$ cat src/hdl/timer_capture_pkg.sv
// Package with register map, field layout and shared types of the timer
package timer_capture_pkg;

	// Register indices; byte address is four times the index
	localparam logic [7:0] IDX_COMPARE_CAPTURE_A = 8'h10;
	localparam logic [7:0] IDX_CAPTURE_REG_B = 8'h11;
	localparam logic [7:0] IDX_TIMER_CTRL_REG = 8'h12;
	localparam logic [11:0] ADDR_COMPARE_CAPTURE_A =
		{2'h0, IDX_COMPARE_CAPTURE_A, 2'h0};
	localparam logic [11:0] ADDR_CAPTURE_REG_B =
		{2'h0, IDX_CAPTURE_REG_B, 2'h0};
	localparam logic [11:0] ADDR_TIMER_CTRL_REG =
		{2'h0, IDX_TIMER_CTRL_REG, 2'h0};

	// Control register fields
	localparam int CTRL_MODE_BIT = 0;
	localparam int CTRL_CLK_LSB = 1;
	localparam int CTRL_RUN_BIT = 4;
	localparam int CTRL_AUTO_CAPTURE_EN_BIT = 6;

	// Reset values
	localparam logic [7:0] RESET_A = 8'hFF;
	localparam logic [7:0] RESET_B = 8'hFF;
	localparam logic [7:0] RESET_COUNT = 8'h00;
	localparam logic [7:0] COUNT_FULL = 8'hFF;

	// Prescaler taps: code n picks main_osc/2^(13-n) or low_osc/2^(5-n)
	localparam logic [3:0] FAST_BASE_EXP = 4'hD;
	localparam logic [3:0] SLOW_BASE_EXP = 4'h5;
	localparam logic [2:0] CODE_FAST_ONLY = 3'h5;
	localparam logic [2:0] CODE_EXTERNAL = 3'h7;
	localparam int DIV_WIDTH = 16;

	// Event pin: high and low phases each at least four main clock periods
	localparam int MIN_PHASE_PERIODS = 4;

	typedef enum logic [0:0] {
		MODE_TIMER_EVENT = 1'b0,
		MODE_CAPTURE = 1'b1
	} mode_t;

	typedef struct packed {
		logic psel;
		logic penable;
		logic pwrite;
		logic [11:0] paddr;
		logic [31:0] pwdata;
	} apb_req_t;

	typedef struct packed {
		logic [31:0] prdata;
		logic pready;
		logic pslverr;
	} apb_rsp_t;

endpackage

$ cat src/hdl/timer_counter_capture.sv
// 8-bit timer, event counter and capture unit behind an APB slave
//
// Notes on behaviour
// - Timer mode: count ticks, match A clears, interrupt
// - Auto-capture copies running count into B
// - Zero after match clear never copied into B
// - Clock select picks prescaler tap, fast-only codes
// - Event mode counts rising edges of event pin
// - Event mode match checked on falling edge
// - Capture: first falling edge copies count into B
// - Capture: rising edge loads A, interrupt, clear
// - After clear, next falling edge recaptures into B
// - Rising edge first: only A, B kept
// - Capture overflow: interrupt, A all ones, clear
// - After overflow capture suspended until A read
// - Stop power mode clears run control
// - Auto-capture ignored in capture mode
//
// The APB register port and the register offsets were left to the implementer.
`timescale 1ns/1ps
module timer_counter_capture (
	input wire logic clk_in,
	input wire logic reset_in,
	input wire timer_capture_pkg::apb_req_t apb_in,
	output timer_capture_pkg::apb_rsp_t apb_out,
	input wire logic event_pin_in,
	input wire logic low_osc_tick_in,
	input wire logic prescale_slow_sel_in,
	input wire logic prescale_half_sel_in,
	input wire logic low_speed_mode_in,
	input wire logic stop_enter_in,
	output logic timer_irq_out
);
	import timer_capture_pkg::*;

	// True when the low k bits of a divider are all ones
	function automatic logic tap_hit(input logic [DIV_WIDTH-1:0] div,
			input logic [3:0] k);
		logic [DIV_WIDTH:0] mask;
		mask = (17'h00001 << k) - 17'h00001;
		return &(div | ~mask[DIV_WIDTH-1:0]);
	endfunction

	logic [7:0] cmp_a_q, cmp_a_d;
	logic [7:0] cap_b_q, cap_b_d;
	logic [7:0] count_q, count_d;
	logic run_q, run_d;
	logic auto_capture_en_q;
	logic [2:0] clk_sel_q;
	mode_t mode_q;
	logic armed_q, armed_d;
	logic hold_q, hold_d;
	logic irq_q, irq_d;
	logic [DIV_WIDTH-1:0] fdiv_q, sdiv_q;
	logic sync1_q, sync2_q, sync3_q, level_q;
	logic [31:0] prdata_q;
	logic slverr_q;

	// Bus decode
	wire setup = apb_in.psel & ~apb_in.penable;
	wire access = apb_in.psel & apb_in.penable;
	wire hit_a = apb_in.paddr == ADDR_COMPARE_CAPTURE_A;
	wire hit_b = apb_in.paddr == ADDR_CAPTURE_REG_B;
	wire hit_ctrl = apb_in.paddr == ADDR_TIMER_CTRL_REG;
	wire mapped = hit_a | hit_b | hit_ctrl;
	wire wr_ok = access & apb_in.pwrite & mapped;
	wire wr_a = wr_ok & hit_a;
	wire wr_ctrl = wr_ok & hit_ctrl;
	wire rd_a = access & ~apb_in.pwrite & hit_a;
	wire [7:0] ctrl_view = {1'b0, auto_capture_en_q, 1'b0, run_q, clk_sel_q, mode_q};

	assign apb_out.prdata = prdata_q;
	assign apb_out.pready = 1'b1;
	assign apb_out.pslverr = slverr_q;
	assign timer_irq_out = irq_q;

	// Event pin: a change counts once the second and third stages agree
	wire pin_agree = sync2_q == sync3_q;
	wire pin_rise = pin_agree & sync3_q & ~level_q;
	wire pin_fall = pin_agree & ~sync3_q & level_q;

	// Prescaler tap selection
	wire ext_sel = clk_sel_q == CODE_EXTERNAL;
	wire fast_only = clk_sel_q >= CODE_FAST_ONLY;
	wire use_slow = (prescale_slow_sel_in | low_speed_mode_in) & ~fast_only;
	wire [3:0] fast_k = FAST_BASE_EXP - {1'b0, clk_sel_q}
		+ {3'h0, prescale_half_sel_in};
	wire [3:0] slow_k = SLOW_BASE_EXP - {1'b0, clk_sel_q};
	wire tap_ok = ~(low_speed_mode_in & fast_only);
	wire slow_tick = low_osc_tick_in & tap_hit(sdiv_q, slow_k);
	wire fast_tick = tap_hit(fdiv_q, fast_k);
	wire int_tick = tap_ok & (use_slow ? slow_tick : fast_tick);
	wire src_tick = ext_sel ? pin_rise : int_tick;

	wire timer_mode = mode_q == MODE_TIMER_EVENT;
	wire match = count_q == cmp_a_q;
	// Timer matches on a tick; event counting matches on a falling edge
	wire tm_match = timer_mode & (ext_sel ? pin_fall : src_tick) & match;
	wire cap_rise = ~timer_mode & armed_q & pin_rise;
	wire cap_fall = ~timer_mode & armed_q & pin_fall;
	wire cap_over = ~timer_mode & armed_q & src_tick & ~pin_rise
		& (count_q == COUNT_FULL);

	// Counter, captures and interrupt
	always_comb begin
		count_d = count_q;
		cmp_a_d = cmp_a_q;
		cap_b_d = cap_b_q;
		armed_d = armed_q;
		hold_d = hold_q;
		irq_d = 1'b0;
		run_d = run_q;
		if (wr_ctrl) begin
			run_d = apb_in.pwdata[CTRL_RUN_BIT];
		end
		if (stop_enter_in) begin
			run_d = 1'b0;
		end
		if (wr_a) begin
			cmp_a_d = apb_in.pwdata[7:0];
		end
		if (!run_q) begin
			count_d = RESET_COUNT;
			armed_d = 1'b1;
			hold_d = 1'b0;
		end else if (timer_mode) begin
			if (tm_match) begin
				count_d = RESET_COUNT;
				irq_d = 1'b1;
				hold_d = 1'b1;
			end else if (src_tick) begin
				count_d = count_q + 8'h01;
				hold_d = 1'b0;
			end
			// Zero left by a match clear stays out of B
			if (auto_capture_en_q && !hold_q) begin
				cap_b_d = count_q;
			end
		end else begin
			// Auto-capture has no path here
			if (src_tick) begin
				count_d = count_q + 8'h01;
			end
			if (cap_fall) begin
				cap_b_d = count_q;
			end
			if (cap_rise) begin
				cmp_a_d = count_q;
				count_d = RESET_COUNT;
				irq_d = 1'b1;
			end else if (cap_over) begin
				cmp_a_d = COUNT_FULL;
				count_d = RESET_COUNT;
				irq_d = 1'b1;
				armed_d = 1'b0;
			end
			// The re-arm read only acts while disarmed, so an A read in the overflow cycle still leaves armed cleared
			if (rd_a && !armed_q) begin
				armed_d = 1'b1;
			end
		end
	end

	always_ff @(posedge clk_in or posedge reset_in) begin
		if (reset_in) begin
			sync1_q <= 1'b0;
			sync2_q <= 1'b0;
			sync3_q <= 1'b0;
			level_q <= 1'b0;
		end else begin
			sync1_q <= event_pin_in;
			sync2_q <= sync1_q;
			sync3_q <= sync2_q;
			if (pin_agree) begin
				level_q <= sync3_q;
			end
		end
	end

	always_ff @(posedge clk_in or posedge reset_in) begin
		if (reset_in) begin
			fdiv_q <= '0;
			sdiv_q <= '0;
		end else begin
			fdiv_q <= fdiv_q + 16'h0001;
			if (low_osc_tick_in) begin
				sdiv_q <= sdiv_q + 16'h0001;
			end
		end
	end

	always_ff @(posedge clk_in or posedge reset_in) begin
		if (reset_in) begin
			count_q <= RESET_COUNT;
			cmp_a_q <= RESET_A;
			cap_b_q <= RESET_B;
			run_q <= 1'b0;
			armed_q <= 1'b1;
			hold_q <= 1'b0;
			irq_q <= 1'b0;
		end else begin
			count_q <= count_d;
			cmp_a_q <= cmp_a_d;
			cap_b_q <= cap_b_d;
			run_q <= run_d;
			armed_q <= armed_d;
			hold_q <= hold_d;
			irq_q <= irq_d;
		end
	end

	// Mode and clock fields are expected to change only while stopped
	always_ff @(posedge clk_in or posedge reset_in) begin
		if (reset_in) begin
			auto_capture_en_q <= 1'b0;
			clk_sel_q <= 3'h0;
			mode_q <= MODE_TIMER_EVENT;
		end else if (wr_ctrl) begin
			auto_capture_en_q <= apb_in.pwdata[CTRL_AUTO_CAPTURE_EN_BIT];
			clk_sel_q <= apb_in.pwdata[CTRL_CLK_LSB+:3];
			mode_q <= mode_t'(apb_in.pwdata[CTRL_MODE_BIT]);
		end
	end

	// Read data is latched in the setup cycle so the answer is a flop
	always_ff @(posedge clk_in or posedge reset_in) begin
		if (reset_in) begin
			prdata_q <= 32'h00000000;
			slverr_q <= 1'b0;
		end else if (setup) begin
			slverr_q <= ~mapped;
			prdata_q <= {24'h000000, hit_a ? cmp_a_q :
				hit_b ? cap_b_q : hit_ctrl ? ctrl_view : 8'h00};
		end
	end

	property p_timer_match;
		@(posedge clk_in) disable iff (reset_in)
		run_q && timer_mode && !ext_sel && src_tick && match
		|=> timer_irq_out && count_q == 8'h00;
	endproperty
	a_timer_match: assert property (p_timer_match)
		else $error("timer match did not clear and interrupt");

	property p_autocap;
		@(posedge clk_in) disable iff (reset_in)
		run_q && timer_mode && auto_capture_en_q && !hold_q
		|=> cap_b_q == $past(count_q);
	endproperty
	a_autocap: assert property (p_autocap)
		else $error("auto-capture did not follow count");

	property p_no_zero;
		@(posedge clk_in) disable iff (reset_in)
		timer_irq_out && timer_mode && auto_capture_en_q && run_q
		|-> $stable(cap_b_q) ##1 $stable(cap_b_q) || !hold_q;
	endproperty
	a_no_zero: assert property (p_no_zero)
		else $error("zero after match clear reached B");

	property p_tap;
		@(posedge clk_in) disable iff (reset_in)
		low_speed_mode_in && fast_only |-> !int_tick;
	endproperty
	a_tap: assert property (p_tap)
		else $error("fast-only tap ticked in low-speed mode");

	property p_event_count;
		@(posedge clk_in) disable iff (reset_in)
		run_q && timer_mode && ext_sel && pin_rise
		|=> count_q == $past(count_q) + 8'h01;
	endproperty
	a_event_count: assert property (p_event_count)
		else $error("event rising edge not counted");

	property p_event_match;
		@(posedge clk_in) disable iff (reset_in)
		run_q && timer_mode && ext_sel && match && !pin_fall
		|=> !timer_irq_out;
	endproperty
	a_event_match: assert property (p_event_match)
		else $error("event match fired without falling edge");

	property p_cap_fall;
		@(posedge clk_in) disable iff (reset_in)
		run_q && cap_fall |=> cap_b_q == $past(count_q);
	endproperty
	a_cap_fall: assert property (p_cap_fall)
		else $error("falling edge not captured into B");

	property p_cap_rise;
		@(posedge clk_in) disable iff (reset_in)
		run_q && cap_rise && !cap_fall
		|=> cmp_a_q == $past(count_q) && timer_irq_out && count_q == 8'h00
			&& $stable(cap_b_q);
	endproperty
	a_cap_rise: assert property (p_cap_rise)
		else $error("rising edge capture into A wrong");

	property p_overflow;
		@(posedge clk_in) disable iff (reset_in)
		run_q && cap_over
		|=> cmp_a_q == 8'hFF && timer_irq_out && !armed_q;
	endproperty
	a_overflow: assert property (p_overflow)
		else $error("overflow handling wrong");

	property p_rearm;
		@(posedge clk_in) disable iff (reset_in)
		!armed_q && !timer_mode && run_q && pin_rise && !rd_a
		|=> !timer_irq_out ##0 !armed_q;
	endproperty
	a_rearm: assert property (p_rearm)
		else $error("capture acted while suspended");

	property p_stop;
		@(posedge clk_in) disable iff (reset_in)
		stop_enter_in |=> !run_q ##1 count_q == 8'h00;
	endproperty
	a_stop: assert property (p_stop)
		else $error("stop mode did not halt the timer");
endmodule

$ cat config.mk
export PLATFORM = sky130hd
export DESIGN_NAME = timer_counter_capture
export DESIGN_NICKNAME = d
export VERILOG_FILES = /design/src/hdl/timer_capture_pkg.sv /design/src/hdl/timer_counter_capture.sv
export SDC_FILE = /design/constraint.sdc
export NUM_CORES = 1
export LEC_CHECK = 0
export ABC_AREA = 1
export BUFFER_PORTS_ARGS = -buffer_cell sky130_fd_sc_hd__buf_4
export CORE_ASPECT_RATIO = 0.5
export CORE_UTILIZATION = 60
export DETAILED_ROUTE_END_ITERATION = 10
export GPL_TIMING_DRIVEN = 0
export HOLD_SLACK_MARGIN = 0.15
export PLACE_DENSITY = 0.86
export SLEW_MARGIN = 10
export SYNTH_ARGS = -nofsm -noshare
export SYNTH_HDL_FRONTEND = slang
export SYNTH_SLANG_ARGS = --single-unit
$ cat constraint.sdc
create_clock -name clk_in -period 7.4 [get_ports clk_in]
set_input_delay 0.74 -clock clk_in [delete_from_list [all_inputs] [get_ports clk_in]]
set_output_delay 0.74 -clock clk_in [all_outputs]
set_load 0.01 [all_outputs]
# After elaboration in Yosys (flattened, before gate mapping)
# Index checks and enable logic that the tools add are counted.
# totals
output_inout_bits,35
regBits,78
word_cells,129
in_bits,55
# op_classes
bitwise_logic,40
shifts,2
addsub,8
n_lt_le_gt_ge,1
n_reduce_logical,11
eq_ne,13
muxes,36
# op_table
op,n
2-to-1 mux 8 bit,16
"equality test 12 x 7 -> 1 bit, second input constant",3
"adder 16 x 1 -> 16 bit, second input constant",2
inverter 16 bit,2
OR 16 bit,2
AND reduction 16 bit,2
"left shift 1 x 4 -> 16 bit, first input constant",2
"subtractor 16 x 1 -> 16 bit, second input constant",2
bitwise AND 1 bit,24
2-to-1 mux 1 bit,19
inverter 1 bit,9
"adder 8 x 1 -> 8 bit, second input constant",1
equality test 8 bit,1
"equality test 8 bit, second input constant",1
2-to-1 mux 7 bit,1
"!= test 3 x 1 -> 1 bit, second input constant",2
AND reduction 3 bit,2
adder 4 x 1 -> 4 bit,1
"!= test 2 x 1 -> 1 bit, second input constant",2
nonzero test 2 bit,2
"subtractor 3 x 3 -> 4 bit, first input constant",1
"subtractor 4 x 3 -> 4 bit, first input constant",1
"equality test 3 bit, second input constant",1
"greater-or-equal comparator 3 bit, second input constant",1
other kinds (7),11

# Longest topological paths before layout
# depth
depth_word,18
mapped_depth,26
ltp_nobuf,26

# Worst setup path after synthesis
# No wires, ideal clock.
# synth_path
path_type,input port to flip-flop
from,in prescale_half_sel_in
to,reg count_q[2]
setup_time_ns,0.121
n_path_buf,0
required_time_ns,7.279
setup_slack_ns,4.217
arrival_time_ns,3.062
stages,21
path_cell_list,ha_1 inv_1 ha_1 nand2_1 inv_1 nand2_1 ha_1 or2_2 nand2_1 a21oi_1 nand2_1 nor2_2 nand3_1 nor2_1 nand3_1 nand2_1 nand2_2 a21boi_2 nand2_2 xor2_1 nor2_2
# synth_via
elab_chain_len,16
word_cells_on_any_way,21
classes_between,2 x add/sub; 1 x shift; 9 x mux; 8 x bitwise; 1 x reduce/logical
# synth_lines
element,line,text
start: declaration,timer_counter_capture.sv:29,"input wire logic prescale_half_sel_in,"
adder 4 x 1 -> 4 bit *,timer_counter_capture.sv:87,"+ {3'h0, prescale_half_sel_in};"
left shift 1 x 4 -> 16 bit *,timer_counter_capture.sv:40,mask = (17'h00001 << k) - 17'h00001;
subtractor 16 x 1 -> 16 bit *,timer_counter_capture.sv:40,
inverter 16 bit *,timer_counter_capture.sv:41,return &(div | ~mask[DIV_WIDTH-1:0]);
OR 16 bit *,timer_counter_capture.sv:41,
AND reduction 16 bit *,timer_counter_capture.sv:41,
2-to-1 mux 1 bit *,timer_counter_capture.sv:92,wire int_tick = tap_ok & (use_slow ? slow_tick : fast_tick);
bitwise AND 1 bit *,timer_counter_capture.sv:92,
2-to-1 mux 1 bit *,timer_counter_capture.sv:93,wire src_tick = ext_sel ? pin_rise : int_tick;
bitwise AND 1 bit (2 in series),timer_counter_capture.sv:101,wire cap_over = ~timer_mode & armed_q & src_tick & ~pin_rise
bitwise AND 1 bit,timer_counter_capture.sv:102,& (count_q == COUNT_FULL);
2-to-1 mux 8 bit,timer_counter_capture.sv:151,end else if (cap_over) begin
2-to-1 mux 8 bit,timer_counter_capture.sv:147,if (cap_rise) begin
2-to-1 mux 8 bit *,timer_counter_capture.sv:126,end else if (timer_mode) begin
2-to-1 mux 8 bit *,timer_counter_capture.sv:122,if (!run_q) begin
net count_d[2],timer_counter_capture.sv:46,"logic [7:0] count_q, count_d;"
end signal: assignment,timer_counter_capture.sv:202,count_q <= count_d;
end: declaration,timer_counter_capture.sv:46,
# The timed path passes the listed nets; every way through them passes the cells marked *.
# A chain may end at the register's enable or synchronous reset.

# Final worst setup path
# layout_path
from,reg clk_sel_q[0]
to,reg count_q[5]
# layout_via
elab_chain_len,17
word_cells_on_any_way,35
classes_between,5 x add/sub; 1 x order compare; 1 x eq/ne; 2 x shift; 9 x mux; 15 x bitwise; 2 x reduce/logical
# layout_lines
element,line,text
start: declaration,timer_counter_capture.sv:49,logic [2:0] clk_sel_q;
start signal: assignment,timer_counter_capture.sv:220,clk_sel_q <= apb_in.pwdata[CTRL_CLK_LSB+:3];
subtractor 4 x 3 -> 4 bit / subtractor 3 x 3 -> 4 bit (equally long branches),"timer_counter_capture.sv:86, timer_counter_capture.sv:88",
adder 4 x 1 -> 4 bit / left shift 1 x 4 -> 16 bit (equally long branches),"timer_counter_capture.sv:87, timer_counter_capture.sv:40",
left shift 1 x 4 -> 16 bit / subtractor 16 x 1 -> 16 bit (equally long branches),timer_counter_capture.sv:40,
subtractor 16 x 1 -> 16 bit / inverter 16 bit (equally long branches),"timer_counter_capture.sv:40, timer_counter_capture.sv:41",
inverter 16 bit / OR 16 bit (equally long branches),timer_counter_capture.sv:41,
OR 16 bit / AND reduction 16 bit (equally long branches),timer_counter_capture.sv:41,
AND reduction 16 bit / bitwise AND 1 bit (equally long branches),"timer_counter_capture.sv:41, timer_counter_capture.sv:90",
2-to-1 mux 1 bit,timer_counter_capture.sv:92,
bitwise AND 1 bit,timer_counter_capture.sv:92,
2-to-1 mux 1 bit,timer_counter_capture.sv:93,
bitwise AND 1 bit (2 in series),timer_counter_capture.sv:101,
bitwise AND 1 bit,timer_counter_capture.sv:102,
2-to-1 mux 8 bit,timer_counter_capture.sv:151,
2-to-1 mux 8 bit,timer_counter_capture.sv:147,
2-to-1 mux 8 bit *,timer_counter_capture.sv:126,
2-to-1 mux 8 bit *,timer_counter_capture.sv:122,
net count_d[5],timer_counter_capture.sv:46,
# Marked as above.

==> results.md <==
| Step | Result | Value |
| --- | --- | --- |
| global route | Tot GR Track Use | 28.4% |
| worst setup path | Crit path capture type | flop |
| sta | Final clock period utilization by the worst path | 48.0% |
| clock tree | Clk_lat worst skew | 0.35 ns |
| global route | Initial antenna violation count | 0 |
| drt | Post-route DRC | 0 |
| worst setup path | CP max FO | 7 |
| pwr | Portion of total power attributed to sequential cells | 45.6% |
| die | Core region area | 0.00743 sq mm |
| pwr | Cell internal pwr | 0.769 mW |
| worst setup path | Sequence of cells on the critical path | inv_1, ha_1, inv_1, ha_1, nand2_1, inv_1, nand2_1, ha_1, or2_2, nand2_1, a21oi_1, nand2_1, nor2_2, nand3_1, nor2_1, nand3_1, nand2_1, nand2_2, nand2_4, nand2_2, nor2_1, xor2_1, nor2_1 |
| yosys | Portion of the post-synthesis area used by sequential elements | 41.7% |
| sta | Skew final | 0.00721 ns |
| worst setup path | Start point of the critical path | clk_sel_q[0] |
| yosys | Count of synthesis-stage warnings from yosys | 0 |
| layout | Commonest non-fill, non-tap cell in the layout | nand2_1 |
| yosys | Number of distinct library cells after synthesis | 41 |
| worst setup path | Buffer and inverter count on the worst path | 3 |
| layout | Area delta synth->final | 17.8% |
| min path | Path class of the lowest-slack min-delay path | reg -> reg |
| clock tree | Clock transition time at the flip-flop clock pins of the worst setup and hold paths | 0.06 ns |
| yosys | Dominant synthesized flop cell | dfrtp_1 |
| drt | Routed len/inst | 13.5 um |
| global route | First-pass GRT wire length | 17,700 um |
| clock tree | CTS Buf Count | 9 |
| pwr | Part of the total power dissipated in the clock network | 42.7% |
| run | Max capacitance violation total | 0 |
| clock tree | Maximum count of clock buffers along a single path | 2 |
| clock tree | Post-CTS Repair Setup Buffers | 0 |
| sta | Final number of setup-violating endpoints | 0 |
| sta | Setup total negative slack | 0 ns |
| placement | Routability cong. | 0.885 |
| drt | Iter 0 DRT Violations | 354 |
| layout | Antenna fix cells | 0 |
| placement | Detailed placement HPWL | 7510 um |
| worst setup path | Required time worst endpoint | 7.63 ns |
| pwr | Worst supply voltage drop on vdd | 0.119 mV |
| global route | Via count of the first global-routing pass | 3,877 |
| worst setup path | Critical path's top delay family | simple AND/OR/NAND/NOR gates |
| clock tree | Sinks on the clock net | 77 |
| worst setup path | Critical path's most frequent cell | nand2_1 |
| drt | 1st-pass router iterations | 6 |
| die | Die H | 64.4 um |
| yosys | Post-synthesis instance total | 589 |
| pwr | Power per standard cell area | 187 mW/mm^2 |
| die | Full die area | 0.00816 sq mm |
| yosys | Share of the synthesized area in the top cell type | 32.2% |
| layout | Number of nets in the layout | 730 |
| clock tree | H-Tree Level Count | 3 |
| pwr | Sw power | 0.261 mW |
| sta | Maximum achievable frequency | 281 MHz |
| drt | Remaining antenna violation count after routing | 0 |
| sta | RSZ-0062 raised after global routing | no |
| clock tree | Number of gates resized after CTS | 0 |
| status | Result of the run | finished, final reports clean |
| die | Placement Rows | 22 |
| worst setup path | Largest stage delay on the critical path | 0.42 ns |
| global route | Aggregate global routing overflow | 0 |
| clock tree | Post-CTS Hold Buffers | 0 |
| die | Number of primary I/O pins | 90 |
| global route | Largest net degree at the start of global routing | 54 |
| drt | Via count | 3,998 |
| layout | Util after Layout | 74.0% |
| worst setup path | Crit-path slowest cell | dfrtp_1 |
| sta | Transition time at the pin with the least slew margin | 0.981 ns |
| worst setup path | Critical path type | reg -> reg |
| yosys | Number of synthesized register bits | 77 |
| yosys | Cell taking the most area after synthesis | dfrtp_1 |
| die | Die span in x | 127 um |
| pwr | Leakage power of the design | 2.79 nW |
| pwr | Switching portion of total power | 25.4% |
| yosys | Main area contributors after synthesis | dfrtp_1 (32%), nand2_1 (9.7%), dfstp_2 (9.6%), inv_1 (6.8%), xor2_1 (5.6%) |
| layout | Most used cells in the layout excluding fill and tap cells | nand2_1 (121), inv_1 (84), buf_4 (66) |
| placement | Count of input and output buffers | 40 |
| sta | Count of endpoints failing hold in the final timing report | 0 |
| drt | DR vias/cell | 5.23 |
| clock tree | CTS root buf | clkbuf_16 |
| drt | Final routed wirelength across all metal layers | 10,300 um |
| clock tree | TritonCTS clock tree | built |
| pwr | Logic gate share of total power | 11.7% |
| min path | Startpoint of the lowest-slack hold path | sync1_q |
| sta | Min Clock Period, post-route | 3.55 ns |
| sta | Max Transition Viols Final | 0 |
| die | Initial standard-cell utilization of the core | 62.8% |
| yosys | Cell Area, Synth | 0.00467 sq mm |
| worst setup path | Critical R2R Launch | clk_sel_q[0] |
| sta | Headroom to the max-slew limit | 34.1% |
| yosys | Post-synthesis async set-or-reset flop share | 100% |
| layout | Ratio of cells with drive above 1 in the final layout | 20.6% |
| yosys | Synthesized area per cell | 7.93 sq um |
| yosys | Number of enable flip-flop cells after synthesis | 0 |
| worst setup path | Data arrival time of the worst path | 3.78 ns |
| worst setup path | Critical Path Start Type | flop |
## power groups by stage
| stage | sequential [mW] | combinational [mW] | clock (mW) |
|---|---|---|---|
| 2_1_floorplan | 0.472 | 0.0849 | 0 |
| 3_3_place_gp | 0.475 | 0.111 | 0 |
| 3_5_place_dp | 0.476 | 0.119 | 0 |
| 4_1_cts | 0.470 | 0.121 | 0.442 |
| 5_1_grt | 0.473 | 0.137 | 0.464 |
| 6_report | 0.470 | 0.120 | 0.440 |
## path summary, 6_finish.rpt
kind	slack, ns	cells after the start	end
max	3.85	23	count_q[5]
min in group asynchronous	0.36	2	fdiv_q[12]
max in group asynchronous	6.42	3	cmp_a_q[0]
min reg2reg	0.35	0	sync2_q
min	0.35	0	sync2_q
max reg2reg	3.85	23	count_q[5]
## per-stage QoR
stage / cells / area (sq um) / hold WS, ns / setup slack [ns] / total power, mW
global placement: 748 / 5180 / 0.335 / 3.72 / 0.587
CTS: 765 / 5500 / 0.356 / 3.88 / 1.03
detailed placement: 749 / 5210 / 0.338 / 3.68 / 0.595
finish: 765 / 5500 / 0.354 / 3.85 / 1.03
floorplan: 612 / 4760 / 0.331 / 4.22 / 0.556
global route: 765 / 5500 / 0.358 / 3.44 / 1.07
## worst reg2reg max path: stages, from the launching register on
cell and delay [ns]:
dfrtp_1 0.42, inv_1 0.13, ha_1 0.24, inv_1 0.07
ha_1 0.42, nand2_1 0.13, inv_1 0.12, nand2_1 0.09
ha_1 0.28, or2_2 0.09, nand2_1 0.06, a21oi_1 0.13
nand2_1 0.08, nor2_2 0.08, nand3_1 0.07, nor2_1 0.09
nand3_1 0.10, nand2_1 0.09, nand2_2 0.11, nand2_4 0.11
nand2_2 0.12, nor2_1 0.17, xor2_1 0.19, nor2_1 0.06
## cell usage after synthesis (2+ instances only)
master / count
a211oi_1: 3
o21ai_1: 3
a31oi_1: 2
dfstp_2: 17
a21oi_2: 8
nand3_2: 2
nand2_2: 10
buf_4: 26
or2_2: 3
nand4_1: 8
nand2_1: 121
nand2_4: 2
dfrtp_1: 60
inv_1: 85
nand3_1: 44
clkbuf_1: 6
xnor2_1: 4
o21bai_1: 3
nor2_2: 3
o22ai_1: 3
inv_2: 2
o21ai_0: 29
a21oi_1: 8
ha_1: 11
conb_1: 2
xor2_1: 30
nor2_1: 49
o211ai_1: 13
nor4_1: 3
mux2_2: 4
nor3_1: 15
## cell families after synthesis
family | after synthesis | share of synthesized area (%)
flip-flops | 77 | 41.7
other | 2 | 0.161
XOR/XNOR | 34 | 6.38
AND/OR/NAND/NOR | 263 | 25.3
adder cells (fa/ha/maj) | 11 | 2.95
buffers and inverters | 122 | 12.1
multiplexers | 4 | 0.965
AO/OA/AOI/OAI | 76 | 10.5
## flip-flops by register name, indices dropped and copies added, names as in the netlist, 3 cells and up
name       cells
cap_b_q        8
cmp_a_q        8
prdata_q       8
sdiv_q        16
clk_sel_q      3
fdiv_q        15
count_q        8
## cell type report
cell class                 count  area, sq um
inverter                      88          333
timing repair buffer          41          328
multi-input combinational    413         2240
clock buffer                  12          246
buffer                        34          234
sequential                    77         1950
clock inverter                 4         47.5
fill                         584         1930
tap                           96          120
## metal layers
layer  vias to the layer above  GRT usage [%]  share of wire (%)
met2                       133           47.7                 48
met1                      1845           34.3                 43
li1                       1991              -                  -
met4                         0           12.2                2.6
met5                         -              0                  0
met3                        29           8.63                6.3
Note: power is estimated with default switching activity, not from simulation.
